$ cat config.mk
export PLATFORM = sky130hd
export DESIGN_NAME = pio_config_and_boot_defaults
export DESIGN_NICKNAME = d
export VERILOG_FILES = /design/src/rtl/pio_pkg.sv /design/src/rtl/crc8_check.sv /design/src/rtl/port_line_cell.sv /design/src/rtl/pio_config_and_boot_defaults.sv
export VERILOG_INCLUDE_DIRS = /design/src /design/src/rtl
export SDC_FILE = /design/constraint.sdc
export NUM_CORES = 1
export LEC_CHECK = 0
export BUFFER_PORTS_ARGS = -buffer_cell sky130_fd_sc_hd__buf_2
export CORE_UTILIZATION = 35
export CTS_CLUSTER_SIZE = 14
export DETAILED_ROUTE_END_ITERATION = 7
export PLACE_DENSITY = 0.62
export SETUP_SLACK_MARGIN = 0.5
export SYNTH_ARGS = -nofsm -noshare
export SYNTH_HDL_FRONTEND = slang
export SYNTH_SLANG_ARGS = --single-unit
$ cat constraint.sdc
create_clock -name sys_clk -period 3.6 [get_ports sys_clk]
set_clock_uncertainty 0.15 [all_clocks]
set_input_delay 0.18 -clock sys_clk [delete_from_list [all_inputs] [get_ports sys_clk]]
set_output_delay 0.18 -clock sys_clk [all_outputs]
set_load 0.05 [all_outputs]
$ cat src/rtl/pio_map.svh
`ifndef PIO_MAP_SVH
`define PIO_MAP_SVH

// ------------------------------------------------------------
// register offsets (9-bit byte addresses)
// ------------------------------------------------------------
`define OFS_BOOT_LEVEL_LOW 9'h10A
`define OFS_BOOT_LEVEL_HIGH 9'h10B
`define OFS_BOOT_WAY_LOW 9'h10C
`define OFS_BOOT_WAY_HIGH 9'h10D
`define OFS_BOOT_FLIP_LOW 9'h10E
`define OFS_BOOT_FLIP_HIGH_AND_DRIVE 9'h10F
`define OFS_SERIAL_FIRST 9'h118
`define OFS_SERIAL_LAST 9'h11F
`define OFS_DRIVE_LEVEL_LOW 9'h120
`define OFS_DRIVE_LEVEL_HIGH 9'h121
`define OFS_LINE_WAY_LOW 9'h122
`define OFS_LINE_WAY_HIGH 9'h123
`define OFS_LINE_FLIP_LOW 9'h124
`define OFS_LINE_FLIP_HIGH_AND_DRIVE 9'h125
`define OFS_READBACK_LOW 9'h126
`define OFS_READBACK_HIGH 9'h127

// ------------------------------------------------------------
// factory values of the nonvolatile defaults
// ------------------------------------------------------------
`define RST_BOOT_LEVEL_LOW 8'hFF
`define RST_BOOT_LEVEL_HIGH 8'h0F
`define RST_BOOT_WAY_LOW 8'hFF
`define RST_BOOT_WAY_HIGH 8'h0F
`define RST_BOOT_FLIP_LOW 8'h00
`define RST_BOOT_FLIP_HIGH_AND_DRIVE 8'h80

// ------------------------------------------------------------
// field positions in the combined byte
// ------------------------------------------------------------
`define HIGH_NIBBLE_MASK 8'h0F
`define FLD_FLIP_HIGH_LSB 0
`define FLD_STYLE_LSB 4
`define FLD_STRENGTH 7
`define CRC_POLY_REFLECTED 8'h8C

`endif

$ cat src/rtl/pio_pkg.sv
package pio_pkg;

  localparam int LINES = 12;

  typedef enum logic [1:0] {
    phase_boot,
    phase_run
  } phase_type;

  typedef struct packed {
    phase_type phase;
    logic [7:0] boot_level_low;
    logic [3:0] boot_level_high;
    logic [7:0] boot_way_low;
    logic [3:0] boot_way_high;
    logic [7:0] boot_flip_low;
    logic [7:0] boot_flip_high_and_drive;
    logic [11:0] drive_level;
    logic [11:0] line_way;
    logic [11:0] line_flip;
    logic [2:0] drive_style;
    logic drive_strength;
    logic [11:0] applied_level;
    logic [3:0] seq_index;
    logic [7:0] rdata;
    logic rvalid;
  } state_type;

endpackage

$ cat src/rtl/crc8_check.sv
`timescale 1ns/10ps
`include "pio_map.svh"

// check byte over the first seven registration bytes, lsb first
module crc8_check (
  input wire logic [55:0] data,
  output logic [7:0] crc
);

  // ------------------------------------------------------------
  // bit-serial crc, x^8+x^5+x^4+1 in reflected form
  // ------------------------------------------------------------
  always_comb begin
    logic mix;
    mix = 1'b0;
    crc = 8'h00;
    for (int i = 0; i < 56; i++) begin
      mix = crc[0] ^ data[i];
      crc = {1'b0, crc[7:1]};
      if (mix) begin
        crc = crc ^ `CRC_POLY_REFLECTED;
      end
    end
  end

endmodule // crc8_check

$ cat src/rtl/port_line_cell.sv
`timescale 1ns/10ps

// one port line: driver style and read-back inversion
module port_line_cell (
  input wire logic way,
  input wire logic level,
  input wire logic open_drain,
  input wire logic flip,
  input wire logic pin_in,
  output logic pin_out,
  output logic pin_oe,
  output logic read_value
);

  // ------------------------------------------------------------
  // driver: input way tri-states, open drain only pulls low
  // ------------------------------------------------------------
  always_comb begin
    if (way) begin
      pin_out = 1'b0;
      pin_oe = 1'b0;
    end else if (open_drain) begin
      pin_out = 1'b0;
      pin_oe = ~level;
    end else begin
      pin_out = level;
      pin_oe = 1'b1;
    end
  end

  // pin level seen through the inversion bit, any direction
  assign read_value = pin_in ^ flip;

endmodule // port_line_cell

$ cat src/rtl/pio_config_and_boot_defaults.sv
//
// Function
// - power-up copies default direction bytes into live direction registers
// - default direction ships as all inputs: FFh low, 0Fh high
// - direction bit n steers line n; zero output, one input
// - default read inversion low ships 00h, copied to live at power-up
// - combined default byte ships 80h, copied to live combined byte
// - inversion bit per line; combined byte bits 0-3 serve lines 8-11
// - bits 4,5,6 pick push-pull or open drain per group of four
// - bit 7 picks low-current simultaneous or high-current sequential switching
// - registration number: family code, 48-bit serial lsb first, crc byte
// - check byte is crc with polynomial x^8+x^5+x^4+1
// - power-up loads live output states from default output states
// - output state bit drives line low or high only when output
// - default and live registers read/write; upper nibble of high bytes reserved
// - live writes change lines without touching stored defaults
// - input lines have their driver tri-stated
// - read-back is pin level xor inversion bit regardless of direction
//
`timescale 1ns/10ps
`include "pio_map.svh"

module pio_config_and_boot_defaults #(
  parameter logic [7:0] FAMILY_CODE = 8'h5A, // arbitrary value
  parameter logic [47:0] SERIAL_NUMBER = 48'h0123456789AB // arbitrary value
) (
  input wire logic sys_clk,
  input wire logic rst,
  input wire logic refresh,
  input wire logic [8:0] reg_addr,
  input wire logic reg_wr,
  input wire logic [7:0] reg_wdata,
  input wire logic reg_rd,
  output logic [7:0] reg_rdata,
  output logic reg_rvalid,
  output logic busy,
  input wire logic [11:0] port_line_in,
  output logic [11:0] port_line_out,
  output logic [11:0] port_line_oe,
  output logic [11:0] port_line_read,
  output logic [2:0] drive_style,
  output logic high_current
);

  // ------------------------------------------------------------
  // state and helpers
  // ------------------------------------------------------------
  pio_pkg::state_type state;
  pio_pkg::state_type next_state;
  logic [7:0] crc_byte;
  logic [63:0] registration;
  logic [11:0] line_read;
  logic [11:0] group_style;

  // reserved upper nibble is dropped on the way in
  function automatic logic [3:0] low_nibble(input logic [7:0] value);
    low_nibble = value[3:0];
  endfunction

  // widen a 4-bit field to a byte with zero upper bits
  function automatic logic [7:0] pad_nibble(input logic [3:0] value);
    pad_nibble = {4'h0, value};
  endfunction

  // ------------------------------------------------------------
  // registration number with its check byte
  // ------------------------------------------------------------
  crc8_check u_crc (
    .data({SERIAL_NUMBER, FAMILY_CODE}),
    .crc(crc_byte)
  );

  // family code lowest, serial lsb first, crc at the top
  assign registration = {crc_byte, SERIAL_NUMBER, FAMILY_CODE};

  // ------------------------------------------------------------
  // port line cells
  // ------------------------------------------------------------
  genvar g;
  generate
    for (g = 0; g < pio_pkg::LINES; g++) begin : g_line
      // one style bit per group of four lines
      assign group_style[g] = state.drive_style[g / 4];
      port_line_cell u_cell (
        .way(state.line_way[g]),
        .level(state.applied_level[g]),
        .open_drain(group_style[g]),
        .flip(state.line_flip[g]),
        .pin_in(port_line_in[g]),
        .pin_out(port_line_out[g]),
        .pin_oe(port_line_oe[g]),
        .read_value(line_read[g])
      );
    end
  endgenerate

  // ------------------------------------------------------------
  // next-state logic
  // ------------------------------------------------------------
  always_comb begin
    next_state = state;
    next_state.rvalid = 1'b0;

    unique case (state.phase)
      // copy all defaults to live in one step; nv side untouched
      pio_pkg::phase_boot: begin
        next_state.drive_level = {state.boot_level_high, state.boot_level_low};
        next_state.line_way = {state.boot_way_high, state.boot_way_low};
        next_state.line_flip = {low_nibble(state.boot_flip_high_and_drive), state.boot_flip_low};
        next_state.drive_style = state.boot_flip_high_and_drive[`FLD_STYLE_LSB +: 3];
        next_state.drive_strength = state.boot_flip_high_and_drive[`FLD_STRENGTH];
        next_state.applied_level = {state.boot_level_high, state.boot_level_low};
        next_state.seq_index = 4'h0;
        next_state.phase = pio_pkg::phase_run;
      end

      pio_pkg::phase_run: begin
        // register writes; serial number and read-back ignore writes
        if (reg_wr) begin
          unique case (reg_addr)
            `OFS_BOOT_LEVEL_LOW: next_state.boot_level_low = reg_wdata;
            `OFS_BOOT_LEVEL_HIGH: next_state.boot_level_high = low_nibble(reg_wdata);
            `OFS_BOOT_WAY_LOW: next_state.boot_way_low = reg_wdata;
            `OFS_BOOT_WAY_HIGH: next_state.boot_way_high = low_nibble(reg_wdata);
            `OFS_BOOT_FLIP_LOW: next_state.boot_flip_low = reg_wdata;
            `OFS_BOOT_FLIP_HIGH_AND_DRIVE: next_state.boot_flip_high_and_drive = reg_wdata;
            `OFS_DRIVE_LEVEL_LOW: next_state.drive_level[7:0] = reg_wdata;
            `OFS_DRIVE_LEVEL_HIGH: next_state.drive_level[11:8] = low_nibble(reg_wdata);
            `OFS_LINE_WAY_LOW: next_state.line_way[7:0] = reg_wdata;
            `OFS_LINE_WAY_HIGH: next_state.line_way[11:8] = low_nibble(reg_wdata);
            `OFS_LINE_FLIP_LOW: next_state.line_flip[7:0] = reg_wdata;
            `OFS_LINE_FLIP_HIGH_AND_DRIVE: begin
              next_state.line_flip[11:8] = low_nibble(reg_wdata);
              next_state.drive_style = reg_wdata[`FLD_STYLE_LSB +: 3];
              next_state.drive_strength = reg_wdata[`FLD_STRENGTH];
            end
            default: begin
            end
          endcase
        end

        // output switching: all at once, or one line per clock in index order
        if (!state.drive_strength) begin
          next_state.applied_level = state.drive_level;
          next_state.seq_index = 4'h0;
        end else begin
          next_state.applied_level[state.seq_index] = state.drive_level[state.seq_index];
          if (state.seq_index == 4'(pio_pkg::LINES - 1)) begin
            next_state.seq_index = 4'h0;
          end else begin
            next_state.seq_index = state.seq_index + 4'h1;
          end
        end

        // refresh reruns the power-up copy on the next clock
        if (refresh) begin
          next_state.phase = pio_pkg::phase_boot;
        end
      end

      default: begin
        next_state.phase = pio_pkg::phase_boot;
      end
    endcase

    // read port: data one clock after the strobe, unmapped reads zero
    if (reg_rd && state.phase == pio_pkg::phase_run) begin
      next_state.rvalid = 1'b1;
      if (reg_addr >= `OFS_SERIAL_FIRST && reg_addr <= `OFS_SERIAL_LAST) begin
        next_state.rdata = registration[8 * (reg_addr - `OFS_SERIAL_FIRST) +: 8];
      end else begin
        unique case (reg_addr)
          `OFS_BOOT_LEVEL_LOW: next_state.rdata = state.boot_level_low;
          `OFS_BOOT_LEVEL_HIGH: next_state.rdata = pad_nibble(state.boot_level_high);
          `OFS_BOOT_WAY_LOW: next_state.rdata = state.boot_way_low;
          `OFS_BOOT_WAY_HIGH: next_state.rdata = pad_nibble(state.boot_way_high);
          `OFS_BOOT_FLIP_LOW: next_state.rdata = state.boot_flip_low;
          `OFS_BOOT_FLIP_HIGH_AND_DRIVE: next_state.rdata = state.boot_flip_high_and_drive;
          `OFS_DRIVE_LEVEL_LOW: next_state.rdata = state.drive_level[7:0];
          `OFS_DRIVE_LEVEL_HIGH: next_state.rdata = pad_nibble(state.drive_level[11:8]);
          `OFS_LINE_WAY_LOW: next_state.rdata = state.line_way[7:0];
          `OFS_LINE_WAY_HIGH: next_state.rdata = pad_nibble(state.line_way[11:8]);
          `OFS_LINE_FLIP_LOW: next_state.rdata = state.line_flip[7:0];
          `OFS_LINE_FLIP_HIGH_AND_DRIVE: begin
            next_state.rdata = {state.drive_strength, state.drive_style, state.line_flip[11:8]};
          end
          `OFS_READBACK_LOW: next_state.rdata = line_read[7:0];
          `OFS_READBACK_HIGH: next_state.rdata = pad_nibble(line_read[11:8]);
          default: next_state.rdata = 8'h00;
        endcase
      end
    end
  end

  // ------------------------------------------------------------
  // state register; reset stands for first power-up
  // ------------------------------------------------------------
  always_ff @(posedge sys_clk or posedge rst) begin
    if (rst) begin
      state.phase <= pio_pkg::phase_boot;
      state.boot_level_low <= `RST_BOOT_LEVEL_LOW;
      state.boot_level_high <= 4'(`RST_BOOT_LEVEL_HIGH);
      state.boot_way_low <= `RST_BOOT_WAY_LOW;
      state.boot_way_high <= 4'(`RST_BOOT_WAY_HIGH);
      state.boot_flip_low <= `RST_BOOT_FLIP_LOW;
      state.boot_flip_high_and_drive <= `RST_BOOT_FLIP_HIGH_AND_DRIVE;
      // live side parks as inputs until the boot copy lands
      state.drive_level <= 12'h000;
      state.line_way <= 12'hFFF;
      state.line_flip <= 12'h000;
      state.drive_style <= 3'h0;
      state.drive_strength <= 1'b0;
      state.applied_level <= 12'h000;
      state.seq_index <= 4'h0;
      state.rdata <= 8'h00;
      state.rvalid <= 1'b0;
    end else begin
      state <= next_state;
    end
  end

  // ------------------------------------------------------------
  // outputs
  // ------------------------------------------------------------
  assign reg_rdata = state.rdata;
  assign reg_rvalid = state.rvalid;
  assign busy = (state.phase != pio_pkg::phase_run);
  assign port_line_read = line_read;
  assign drive_style = state.drive_style;
  assign high_current = state.drive_strength;

endmodule // pio_config_and_boot_defaults

==> results of run 1 <==
how the worst min path moves through the flow:
stage                     cells after the start                  endpoint    startpoint  slack [ps]
after detailed placement                      2  reg_rdata[0]$_DFFE_PP0P_           rst         190
after floorplan                               1    state[105]$_DFFE_PP0P_       refresh         110
after CTS                                     3     state[46]$_DFFE_PP1P_  reg_wdata[5]          50
after global routing                          2     state[78]$_DFFE_PP0P_  reg_wdata[5]          70
after global placement                        2     state[65]$_DFFE_PP0P_           rst         190
final                                         3     state[46]$_DFFE_PP1P_  reg_wdata[5]          60
sequential cells by signal, summed over array words and instances, names as in the netlist:
name	cells
reg_rdata	8
reg_rvalid	1
high_current	1
state	93
drive_style	3
cells by family after synthesis:
| family | count (synthesis) | synth area share |
|---|---|---|
| flops | 106 | 0.416 |
| xor+xnor | 15 | 0.0202 |
| buf+inv | 110 | 0.0934 |
| fa+ha+maj | 5 | 0.00963 |
| mux | 101 | 0.172 |
| simple gates | 175 | 0.143 |
| compound gates | 159 | 0.147 |
layout make-up:
cell class	count	area [sq um]
multi-input cells	455	3190
inverters	20	77.6
repair buffers	91	505
clock buffers	15	288
fillers	1807	11000
well taps	229	287
flip-flops and latches	106	2700
clock inverters	1	30.0
cell usage in the layout, fill, tap and decap left out, drive strengths merged, types with 8 or more instances in the layout:
cell     n
a22o     9
clkbuf  15
dfrtp   69
nand2   29
nor2    65
a22oi   11
nor3b   13
dfstp   37
nand3   16
mux2    43
a31oi   18
inv     19
nor3    15
o21ai   28
nor2b    8
mux2i   54
buf     89
a21oi   71
xor2    14
metrics by stage:
| step | power, mW | hold WS [ps] |
|---|---|---|
| final | 3.34 | 55.6 |
| after global routing | 3.47 | 66.1 |
| after CTS | 3.35 | 48.9 |
| after detailed placement | 2.30 | 189 |
| after global placement | 2.29 | 191 |
| after floorplan | 2.15 | 106 |
repair_timing:
action | 4_1_cts | 5_1_grt
hold buffers | 2 | 0
setup endpoints to repair | 0 | 0
hold endpoints to repair | 30 | 0
routing by layer:
layer,vias up,track usage,part of all wire
met4,0,0.110,0.042
met1,2625,0.272,0.43
met5,-,0,0
met2,188,0.337,0.47
met3,45,0.0346,0.053
li1,2378,-,-
worst max-delay path: stages:
cell and delay (ps):
buf_2 290, clkinv_1 390, nor3_1 550, nand3_1 630, mux2i_1 340, a21oi_1 90
power by group:
group	internal [mW]	leakage, nW	switching (mW)
Combinational	0.237	1.89	0.590
Clock	0.617	0.156	0.438
Sequential	1.31	1.25	0.143
Total	2.17	3.30	1.17
==> metrics.txt, run 1 <==
drt pass-1 iters=7; Root Buffer=clkbuf_16; initial antenna violation count=0; hpwl dp=about 14000 um; Max FO, Critical Path=14; Area contributors post-synth=dfrtp_1 (27%), dfstp_2 (15%), mux2i_1 (8.3%); crit end category=flop; Setup Buffers After CTS=0; Min Clock Period, post-route=around 2400 ps; CP Capture Point=state[38]$_DFFE_PP0P_; CP startpoint=reg_addr[0]; Total Routing Usage GR=0.210; share of the synthesized area in the top cell type=0.266; maxcap violations=0; Reg2Reg Depth=4; first-pass GRT wire length=30400 um; Die ar.=approximately 0.019 sq mm; Synth Instances=671; nets=between 700 and 800; Hold Crit Class=input pin to flop; placed cells=~900; Synthesized Nets=710; most frequent cell after synthesis=a21oi_1; largest net degree at the start of global routing=between 80 and 90; clk sink count=106; Netlist cell types=roughly 60; Initial DRC Count=~450; VDD IR max=0.000187 V; Rows=49; Pleak=between 3 and 4 nW; Synth area leader=dfrtp_1; worst reg2reg startpoint=state[105]$_DFFE_PP0P_; clock-pin transition on the worst setup and hold timing paths=~70 ps; power per standard cell area=471 mW/mm^2; number of flops mapped to enable cells by yosys=0; Worst EP arrival=2480 ps; Synth Flop Type=dfrtp_1; worst setup margin=1200 ps; synthesis-stage register bit count=106; Place WS=866 ps; slew of the pin with the lowest slew margin=709 ps; R2R Setup Slk=roughly 1400 ps; Synth Area per Inst=9.68 sq um; Final Wtd Congestion=between 0.9 and 1; clock buffer depth=2; total grt overflow=0; final setup fails=0; most frequent cells after synthesis=a21oi_1 (71), dfrtp_1 (69), nor2_1 (63); Async S/R FF share, synth=1.00; area delta synth->final=8.96%; CTS tree=done; Vias=roughly 5200; # DRC=15; Seq/Total Area, Yosys=0.416; synthesized cell area=0.00649 sq mm; fraction of layout cells with a size suffix above 1=0.291; H-tree levels=3; IO Pins=84; Die H=138 um; Slew Viols, Final=0; kind of critical path=input pin to flop; Req. time, crit path=3680 ps; worst-skew pair later-pin latency=350 ps; DP Area=0.00674 sq mm; Final period util=0.667; Worst slew margin=0.524; Hold Fails Final Rpt=0; diode count=0; post-route core utilization=0.391; setup TNS=0 ps; Worst Setup Start Kind=input pin; remaining antenna violation count=0; Layout Cell Area excl Fill=0.00708 sq mm; number of synthesis warnings=0; total CTS buffers=9; Routed wire per std cell=21.2 um; CORE AREA=0.0181 sq mm; status=finished, violations left; die span in x=138 um; starting density of the core=0.359; worst r2r dst=state[95]$_DFFE_PP1P_; Max Fclk=0.416 GHz; vias in the first global route=5123; fin cells=~900; RSZ-0062 raised after global routing=false; CTS resizes=0; final wirelength=about 19000 um; via/cell ratio=about 5.7; PortBufs=83; violated checks=DRC
Power figures use the tool's default switching activity.
==> run 2: changes to the inputs <==
==> constraint.sdc (replaced) <==
create_clock -name sys_clk -period 2.4 [get_ports sys_clk]
set_clock_uncertainty 0.15 [all_clocks]
set_input_delay 0.12 -clock sys_clk [delete_from_list [all_inputs] [get_ports sys_clk]]
set_output_delay 0.12 -clock sys_clk [all_outputs]
set_load 0.05 [all_outputs]
==> metrics.txt, run 2 (synthesis gave the netlist of run 1 again) <==
status=finished, violations left; violated checks=DRC; final wirelength=20600 um (+6.0%); vias in the first global route=5201 (+1.5%); Worst EP arrival=1590 ps (-890 ps); Min Clock Period, post-route=1860 ps; Hold Slack=21.5 ps (-34.1 ps); Largest stage delay, worst path=550 ps (-80 ps); Worst slew margin=0.586 (+0.0624); Sw Pwr=1.81 mW (+55%); Final period util=0.775; Vias=5405 (+3.2%); clock buffer depth=2 (unchanged); initial antenna violation count=0 (unchanged); Die H=138 um (unchanged); sw frac=0.355 (+0.00381); total CTS buffers=9 (unchanged); Register Area=0.00270 sq mm (about the same); most frequent cells in the layout=buf_2 (83), a21oi_1 (71), dfrtp_1 (66); nets=757 (+4.8%); crit end category=output pin; Worst Setup Start Kind=flop; Final Wtd Congestion=0.957 (+2.1%); Hold Fails Final Rpt=0 (unchanged); most common cell after layout, fill and taps aside=buf_2; fraction of layout cells with a size suffix above 1=0.329 (+0.0385); placed cells=926 (+3.0%); kind of critical path=flop to output pin; total grt overflow=0 (unchanged); Pleak=3.48 nW (+5.5%); Rows=49 (unchanged); crit-path cells=nor3_1 > buf_2; maxcap violations=0 (unchanged); Req. time, crit path=2130 ps (-1550 ps); CTS tree=done; Max FO, Critical Path=11 (-3); clock-pin transition on the worst setup and hold timing paths=70 ps (about the same); starting density of the core=0.359 (unchanged); first-pass GRT wire length=31500 um (+3.6%); RSZ-0062 raised after global routing=true; diode count=0 (unchanged); drt pass-1 iters=7 (unchanged); Routed wire per std cell=21.7 um (+2.1%); P_int=3.29 mW (+52%); VDD IR max=0.000370 V (+98%); Biggest register=state; hpwl dp=14800 um (+4.9%); Initial DRC Count=460 (+3.1%); Slew Viols, Final=0 (unchanged); Die ar.=0.0191 sq mm (unchanged); Combinational Power Share=0.255 (+0.007); max FFs per register=93 (unchanged); clk sink count=106 (unchanged); die span in x=138 um (unchanged); crit path max-delay cell type=dfrtp_2; IO Pins=84 (unchanged); fillers=1776 (-1.7%); Sequential Power Share=0.426 (-0.010); largest net degree at the start of global routing=67 (-20%); Hold Crit Class=input pin to flop; setup TNS=0 ps (unchanged); H-tree levels=3 (unchanged); area of the multi-input gates=0.00322 sq mm (+1.0%); power per standard cell area=688 mW/mm^2 (+46%); # DRC=12 (-3); remaining antenna violation count=0 (unchanged); fin cells=952 (+3.8%); area delta synth->final=14.3%; worst-skew pair later-pin latency=350 ps (about the same); PortBufs=83 (unchanged); via/cell ratio=5.68 (-0.57%); CORE AREA=0.0181 sq mm (unchanged); Max Fclk=0.538 GHz; final setup fails=0 (unchanged); Total Routing Usage GR=0.219 (+0.00929); clock share of power=0.318 (+0.002); Root Buffer=clkbuf_16; slew of the pin with the lowest slew margin=621 ps (-88.3 ps)
==> run 2: cell types whose count changed in the layout (fill, tap and decap cells not counted), sizes merged <==
| cell | change |
|---|---|
| clkbuf | -1 |
| buf | +31 |
| dlygate4sd3 | +3 |
| bufbuf | +1 |
| inv | -1 |
| clkinvlp | +2 |
==> run 2: power groups by stage <==
stage / clock network, mW / registers [mW] / logic, mW
6_report: 1.63 / 2.18 / 1.30
3_3_place_gp: 0 / 2.20 / 1.26
4_1_cts: 1.65 / 2.17 / 1.29
2_1_floorplan: 0 / 2.10 / 1.13
5_1_grt: 1.71 / 2.19 / 1.38
3_5_place_dp: 0 / 2.21 / 1.26
==> run 2: final timing paths <==
| check | start | endpoint | slack, ps | depth (start not counted) |
|---|---|---|---|---|
| max | drive_style[2]$_DFFE_PP0P_ | port_line_out[11] | 540 | 2 |
| min | reg_wdata[0] | state[49]$_DFFE_PP1P_ | 20 | 3 |
| max reg2reg | state[9]$_DFF_PP0_ | state[24]$_DFFE_PP0P_ | 580 | 4 |
| min reg2reg | state[20]$_DFFE_PP0P_ | state[20]$_DFFE_PP0P_ | 360 | 2 |
| max in group asynchronous | rst | state[72]$_DFFE_PP1P_ | 1210 | 4 |
| min in group asynchronous | rst | state[32]$_DFFE_PP0P_ | 160 | 3 |
==> run 2: per-stage QoR <==
stage / power [mW] / setup WS (ps) / utilization / area (sq um)
5_1_grt: 5.29 / 475 / 0.411 / 7430
3_5_place_dp: 3.47 / 56.5 / 0.384 / 6950
2_1_floorplan: 3.23 / 415 / - / 6510
6_report: 5.11 / 540 / 0.411 / 7430
3_3_place_gp: 3.46 / 84.9 / 0.384 / 6950
4_1_cts: 5.12 / 490 / 0.408 / 7370
==> run 2: what timing repair did <==
item	CTS	global route
endpoints found under the setup margin	18	41
hold buffers	5	0
pin swaps	0	0
buffers inserted	0	4
cloned	1	0
resized for setup	5	5
hold endpoints to repair	21	0
==> run 2: layout make-up <==
type	instances	share of cell area
multi-input cells	455	0.434
flip-flops and latches	106	0.364
repair buffers	126	0.109
well taps	229	0.0386
clock buffers	14	0.0384
inverters	20	0.0111
clock inverters	2	0.00522
==> run 2: metal layers <==
layer | wire length [um] | part of all wire | global-route usage | up-vias
li1 | - | - | - | 2463
met1 | 9010 | 0.44 | 0.291 | 2675
met2 | 9650 | 0.47 | 0.345 | 221
met3 | 1180 | 0.057 | 0.0440 | 46
met4 | 805 | 0.039 | 0.0988 | 0
met5 | 0 | 0 | 0 | -
==> run 2: critical path, delay by kind of cell, from the launching register on <==
| family | cells | cell delay (ps) |
|---|---|---|
| DFF | 1 | 550 |
| and+or+nand+nor | 1 | 350 |
| buffers and inverters | 1 | 330 |
==> run 3: changes to the inputs <==
--- a/config.mk
+++ b/config.mk
@@ -6,11 +6,12 @@
 export SDC_FILE = /design/constraint.sdc
 export NUM_CORES = 1
 export LEC_CHECK = 0
+export ABC_AREA = 1
 export BUFFER_PORTS_ARGS = -buffer_cell sky130_fd_sc_hd__buf_2
 export CORE_UTILIZATION = 35
 export CTS_CLUSTER_SIZE = 14
 export DETAILED_ROUTE_END_ITERATION = 7
-export PLACE_DENSITY = 0.62
+export PLACE_DENSITY = 0.63
 export SETUP_SLACK_MARGIN = 0.5
 export SYNTH_ARGS = -nofsm -noshare
 export SYNTH_HDL_FRONTEND = slang
==> constraint.sdc (replaced) <==
create_clock -name sys_clk -period 1.65 [get_ports sys_clk]
set_clock_uncertainty 0.15 [all_clocks]
set_input_delay 0.0825 -clock sys_clk [delete_from_list [all_inputs] [get_ports sys_clk]]
set_output_delay 0.0825 -clock sys_clk [all_outputs]
set_load 0.05 [all_outputs]
==> metrics.txt, run 3 <==
Routed wire per std cell=19.2 um (-11%); Initial DRC Count=606 (+32%); area of the multi-input gates=0.00476 sq mm (+48%); Register Area=0.00271 sq mm (+0.19%); Area contributors post-synth=dfrtp_1 (25%), dfstp_2 (14%), nand2_1 (14%); total CTS buffers=9 (unchanged); Max FO, Critical Path=6 (-5); via/cell ratio=5.28 (-7.0%); Post-Synth Adder-Cell Area=0.00900 (-0.000633); number of flops mapped to enable cells by yosys=0 (unchanged); Async S/R FF share, synth=1.00 (unchanged); Hold Fails Final Rpt=0 (unchanged); status=finished, final reports clean; crit path max-delay cell type=dfrtp_2; share of the synthesized area in the top cell type=0.248 (-0.0175); Rows=51 (+4.1%); clock buffer depth=2 (unchanged); Die H=143 um (+3.4%); Layout Cell Area excl Fill=0.0107 sq mm (+44%); Synthesized Nets=971 (+37%); total grt overflow=0 (unchanged); Root Buffer=clkbuf_16; Seq/Total Area, Yosys=0.388 (-0.0273); Sw Pwr=3.20 mW (+76%); Max Fclk=0.620 GHz; worst setup margin=38.1 ps (-502 ps); Req. time, crit path=1740 ps (-390 ps); worst-skew pair later-pin latency=360 ps (about the same); fillers=1646 (-7.3%); Hold Slack=2.32 ps (-19.2 ps); Min Clock Period, post-route=1610 ps; die span in x=143 um (+3.4%); simple-gate portion of the synthesized area=0.340 (+0.198); worst r2r dst=state[13]$_DFFE_PP0P_; Die ar.=0.0204 sq mm (+6.9%); synthesized cell area=0.00695 sq mm (+7.0%); WHS Endpoint=reg_rvalid$_DFF_PP0_; Synth Area per Inst=7.46 sq um (-23%); setup TNS=0 ps (unchanged); Biggest register=state; Sequential Power Share=0.360 (-0.066); fin cells=1343 (+41%); Reg2Reg Depth=9 (+5); WHS Path Cells=4 (+1); Worst slew margin=0.655 (+0.0686); IO Pins=84 (unchanged); # DRC=0 (-12); Synth Instances=932 (+39%); clock share of power=0.292 (-0.026); post-synthesis mux area share=0 (-0.172); most frequent cells after synthesis=nand2_1 (255), nand3_1 (113), nor2_1 (85); P_int=5.60 mW (+70%); first-pass GRT wire length=36900 um (+17%); xor and xnor area share after synthesis=0.0139 (-0.00637); diode count=0 (unchanged); vias in the first global route=6424 (+24%); post-synthesis compound-gate area fraction=0.125 (-0.0217); Largest stage delay, worst path=450 ps (-100 ps); most frequent CP cell=nand2_1; most frequent cells in the layout=nand2_1 (165), nand3_1 (101), buf_6 (64); Worst Setup Start Kind=flop; most common cell after layout, fill and taps aside=nand2_1; maxcap violations=0 (unchanged); Synth area leader=dfrtp_1; Vias=7089 (+31%); sw frac=0.363 (+0.00832); initial antenna violation count=1 (+1); placed cells=1251 (+35%); number of synthesis warnings=0 (unchanged); PortBufs=83 (unchanged); hpwl dp=17200 um (+17%); most frequent cell after synthesis=nand2_1; fraction of layout cells with a size suffix above 1=0.520 (+0.191); CP bufs+invs=1 (unchanged); worst reg2reg startpoint=state[9]$_DFF_PP0_; CORE AREA=0.0195 sq mm (+7.6%); largest family of logic cells by synthesized area=simple AND/OR/NAND/NOR gates; VDD IR max=0.000429 V (+16%); Place WS=-147 ps (-204 ps); Pleak=4.82 nW (+39%); DP Area=0.00797 sq mm (+15%); clock-pin transition on the worst setup and hold timing paths=80 ps (about the same); largest net degree at the start of global routing=66 (-1.5%); crit-path cells=buf_6 > o211ai_1 > nand2_1 > nand2_2 > nand3_4 > nand2_2 > nand2_1 > nand2_1 > nand3_1; starting density of the core=0.357 (-0.00193); RSZ-0062 raised after global routing=true; crit end category=flop; Worst EP arrival=1700 ps (+110 ps); remaining antenna violation count=0 (unchanged); synthesis-stage register bit count=106 (unchanged); worst hold start=reg_rd; power per standard cell area=821 mW/mm^2 (+19%); final wirelength=25800 um (+25%); CTS tree=done; Combinational Power Share=0.349 (+0.094); Top Family by Delay on Critical Path=simple AND/OR/NAND/NOR gates; kind of critical path=flop to flop; area delta synth->final=54.2%; H-tree levels=3 (unchanged); drt pass-1 iters=5 (-2); final setup fails=0 (unchanged); post-route core utilization=0.551 (+0.140); Hold Crit Class=input pin to flop; Total Routing Usage GR=0.242 (+0.0231); clk sink count=106 (unchanged); Synth Flop Type=dfrtp_1; nets=1112 (+47%); Final Wtd Congestion=0.959 (+0.11%); Final period util=0.977; Netlist cell types=41 (-33%); max FFs per register=93 (unchanged); slew of the pin with the lowest slew margin=516 ps (-105 ps); R2R Setup Slk=40 ps (-540 ps); Final Power=8.80 mW (+72%); Slew Viols, Final=0 (unchanged)
-- run 3: changes by cell type after synthesis, moves of 22 or more --
cell      change
o21ai_1      +31
nand3_1     +100
nor2_1       +22
clkbuf_1     -23
nand2_1     +226
mux2_2       -43
inv_1        +55
mux2i_1      -54
o21ai_2      +24
-- run 3: tightest hold or removal path, cell delays in order --
cell and delay, ps:
buf_2 130, nand2_8 110, inv_8 80, buf_6 80
-- run 3: cells by family after synthesis --
| group | count (synthesis) |
|---|---|
| compound gates | 143 |
| buf+inv | 158 |
| flops | 106 |
| fa+ha+maj | 5 |
| xor+xnor | 11 |
| simple gates | 509 |
-- run 3: layer usage --
metal	vias to the layer above	wire (um)	part of all wire	GRT usage
met5	-	0	0	0
met4	0	1050	0.041	0.105
met3	69	1640	0.063	0.0325
met2	306	12500	0.48	0.393
met1	3409	10600	0.41	0.321
li1	3305	-	-	-
-- run 3: timing repair --
action	CTS	global route
endpoints found under the setup margin	154	157
cloned	7	6
pin swaps	41	70
hold endpoints to repair	98	0
resized for setup	240	213
hold buffers	8	0
setup buffers	37	18
-- run 3: area by class of cell --
class	count	share of cell area
clock inverters	6	0.0106
inverters	80	0.0391
clock buffers	10	0.0223
repair buffers	201	0.197
repair inverters	2	0.00257
well taps	265	0.0309
multi-input cells	673	0.444
flip-flops and latches	106	0.253
-- run 3: power by group through the flow --
stage	Sequential (mW)	Clock, mW	Combinational (mW)
3_3_place_gp	3.13	0	1.97
6_report	3.16	2.57	3.07
2_1_floorplan	3.03	0	1.75
4_1_cts	3.09	2.59	2.56
3_5_place_dp	3.13	0	1.98
5_1_grt	3.18	2.65	3.22
-- run 3: how the worst max path moves through the flow --
stage / from / endpoint / slack [ps] / cells past startpoint
detailed placement: reg_addr[7] / reg_rdata[0]$_DFFE_PP0P_ / -150 / 12
floorplan: rst / high_current$_DFFE_PP0P_ / 70 / 1
CTS: state[9]$_DFF_PP0_ / state[16]$_DFFE_PP0P_ / 80 / 9
global placement: reg_addr[7] / reg_rdata[0]$_DFFE_PP0P_ / -150 / 12
finish: state[9]$_DFF_PP0_ / state[13]$_DFFE_PP0P_ / 40 / 9
global route: state[9]$_DFF_PP0_ / state[23]$_DFFE_PP0P_ / -90 / 9
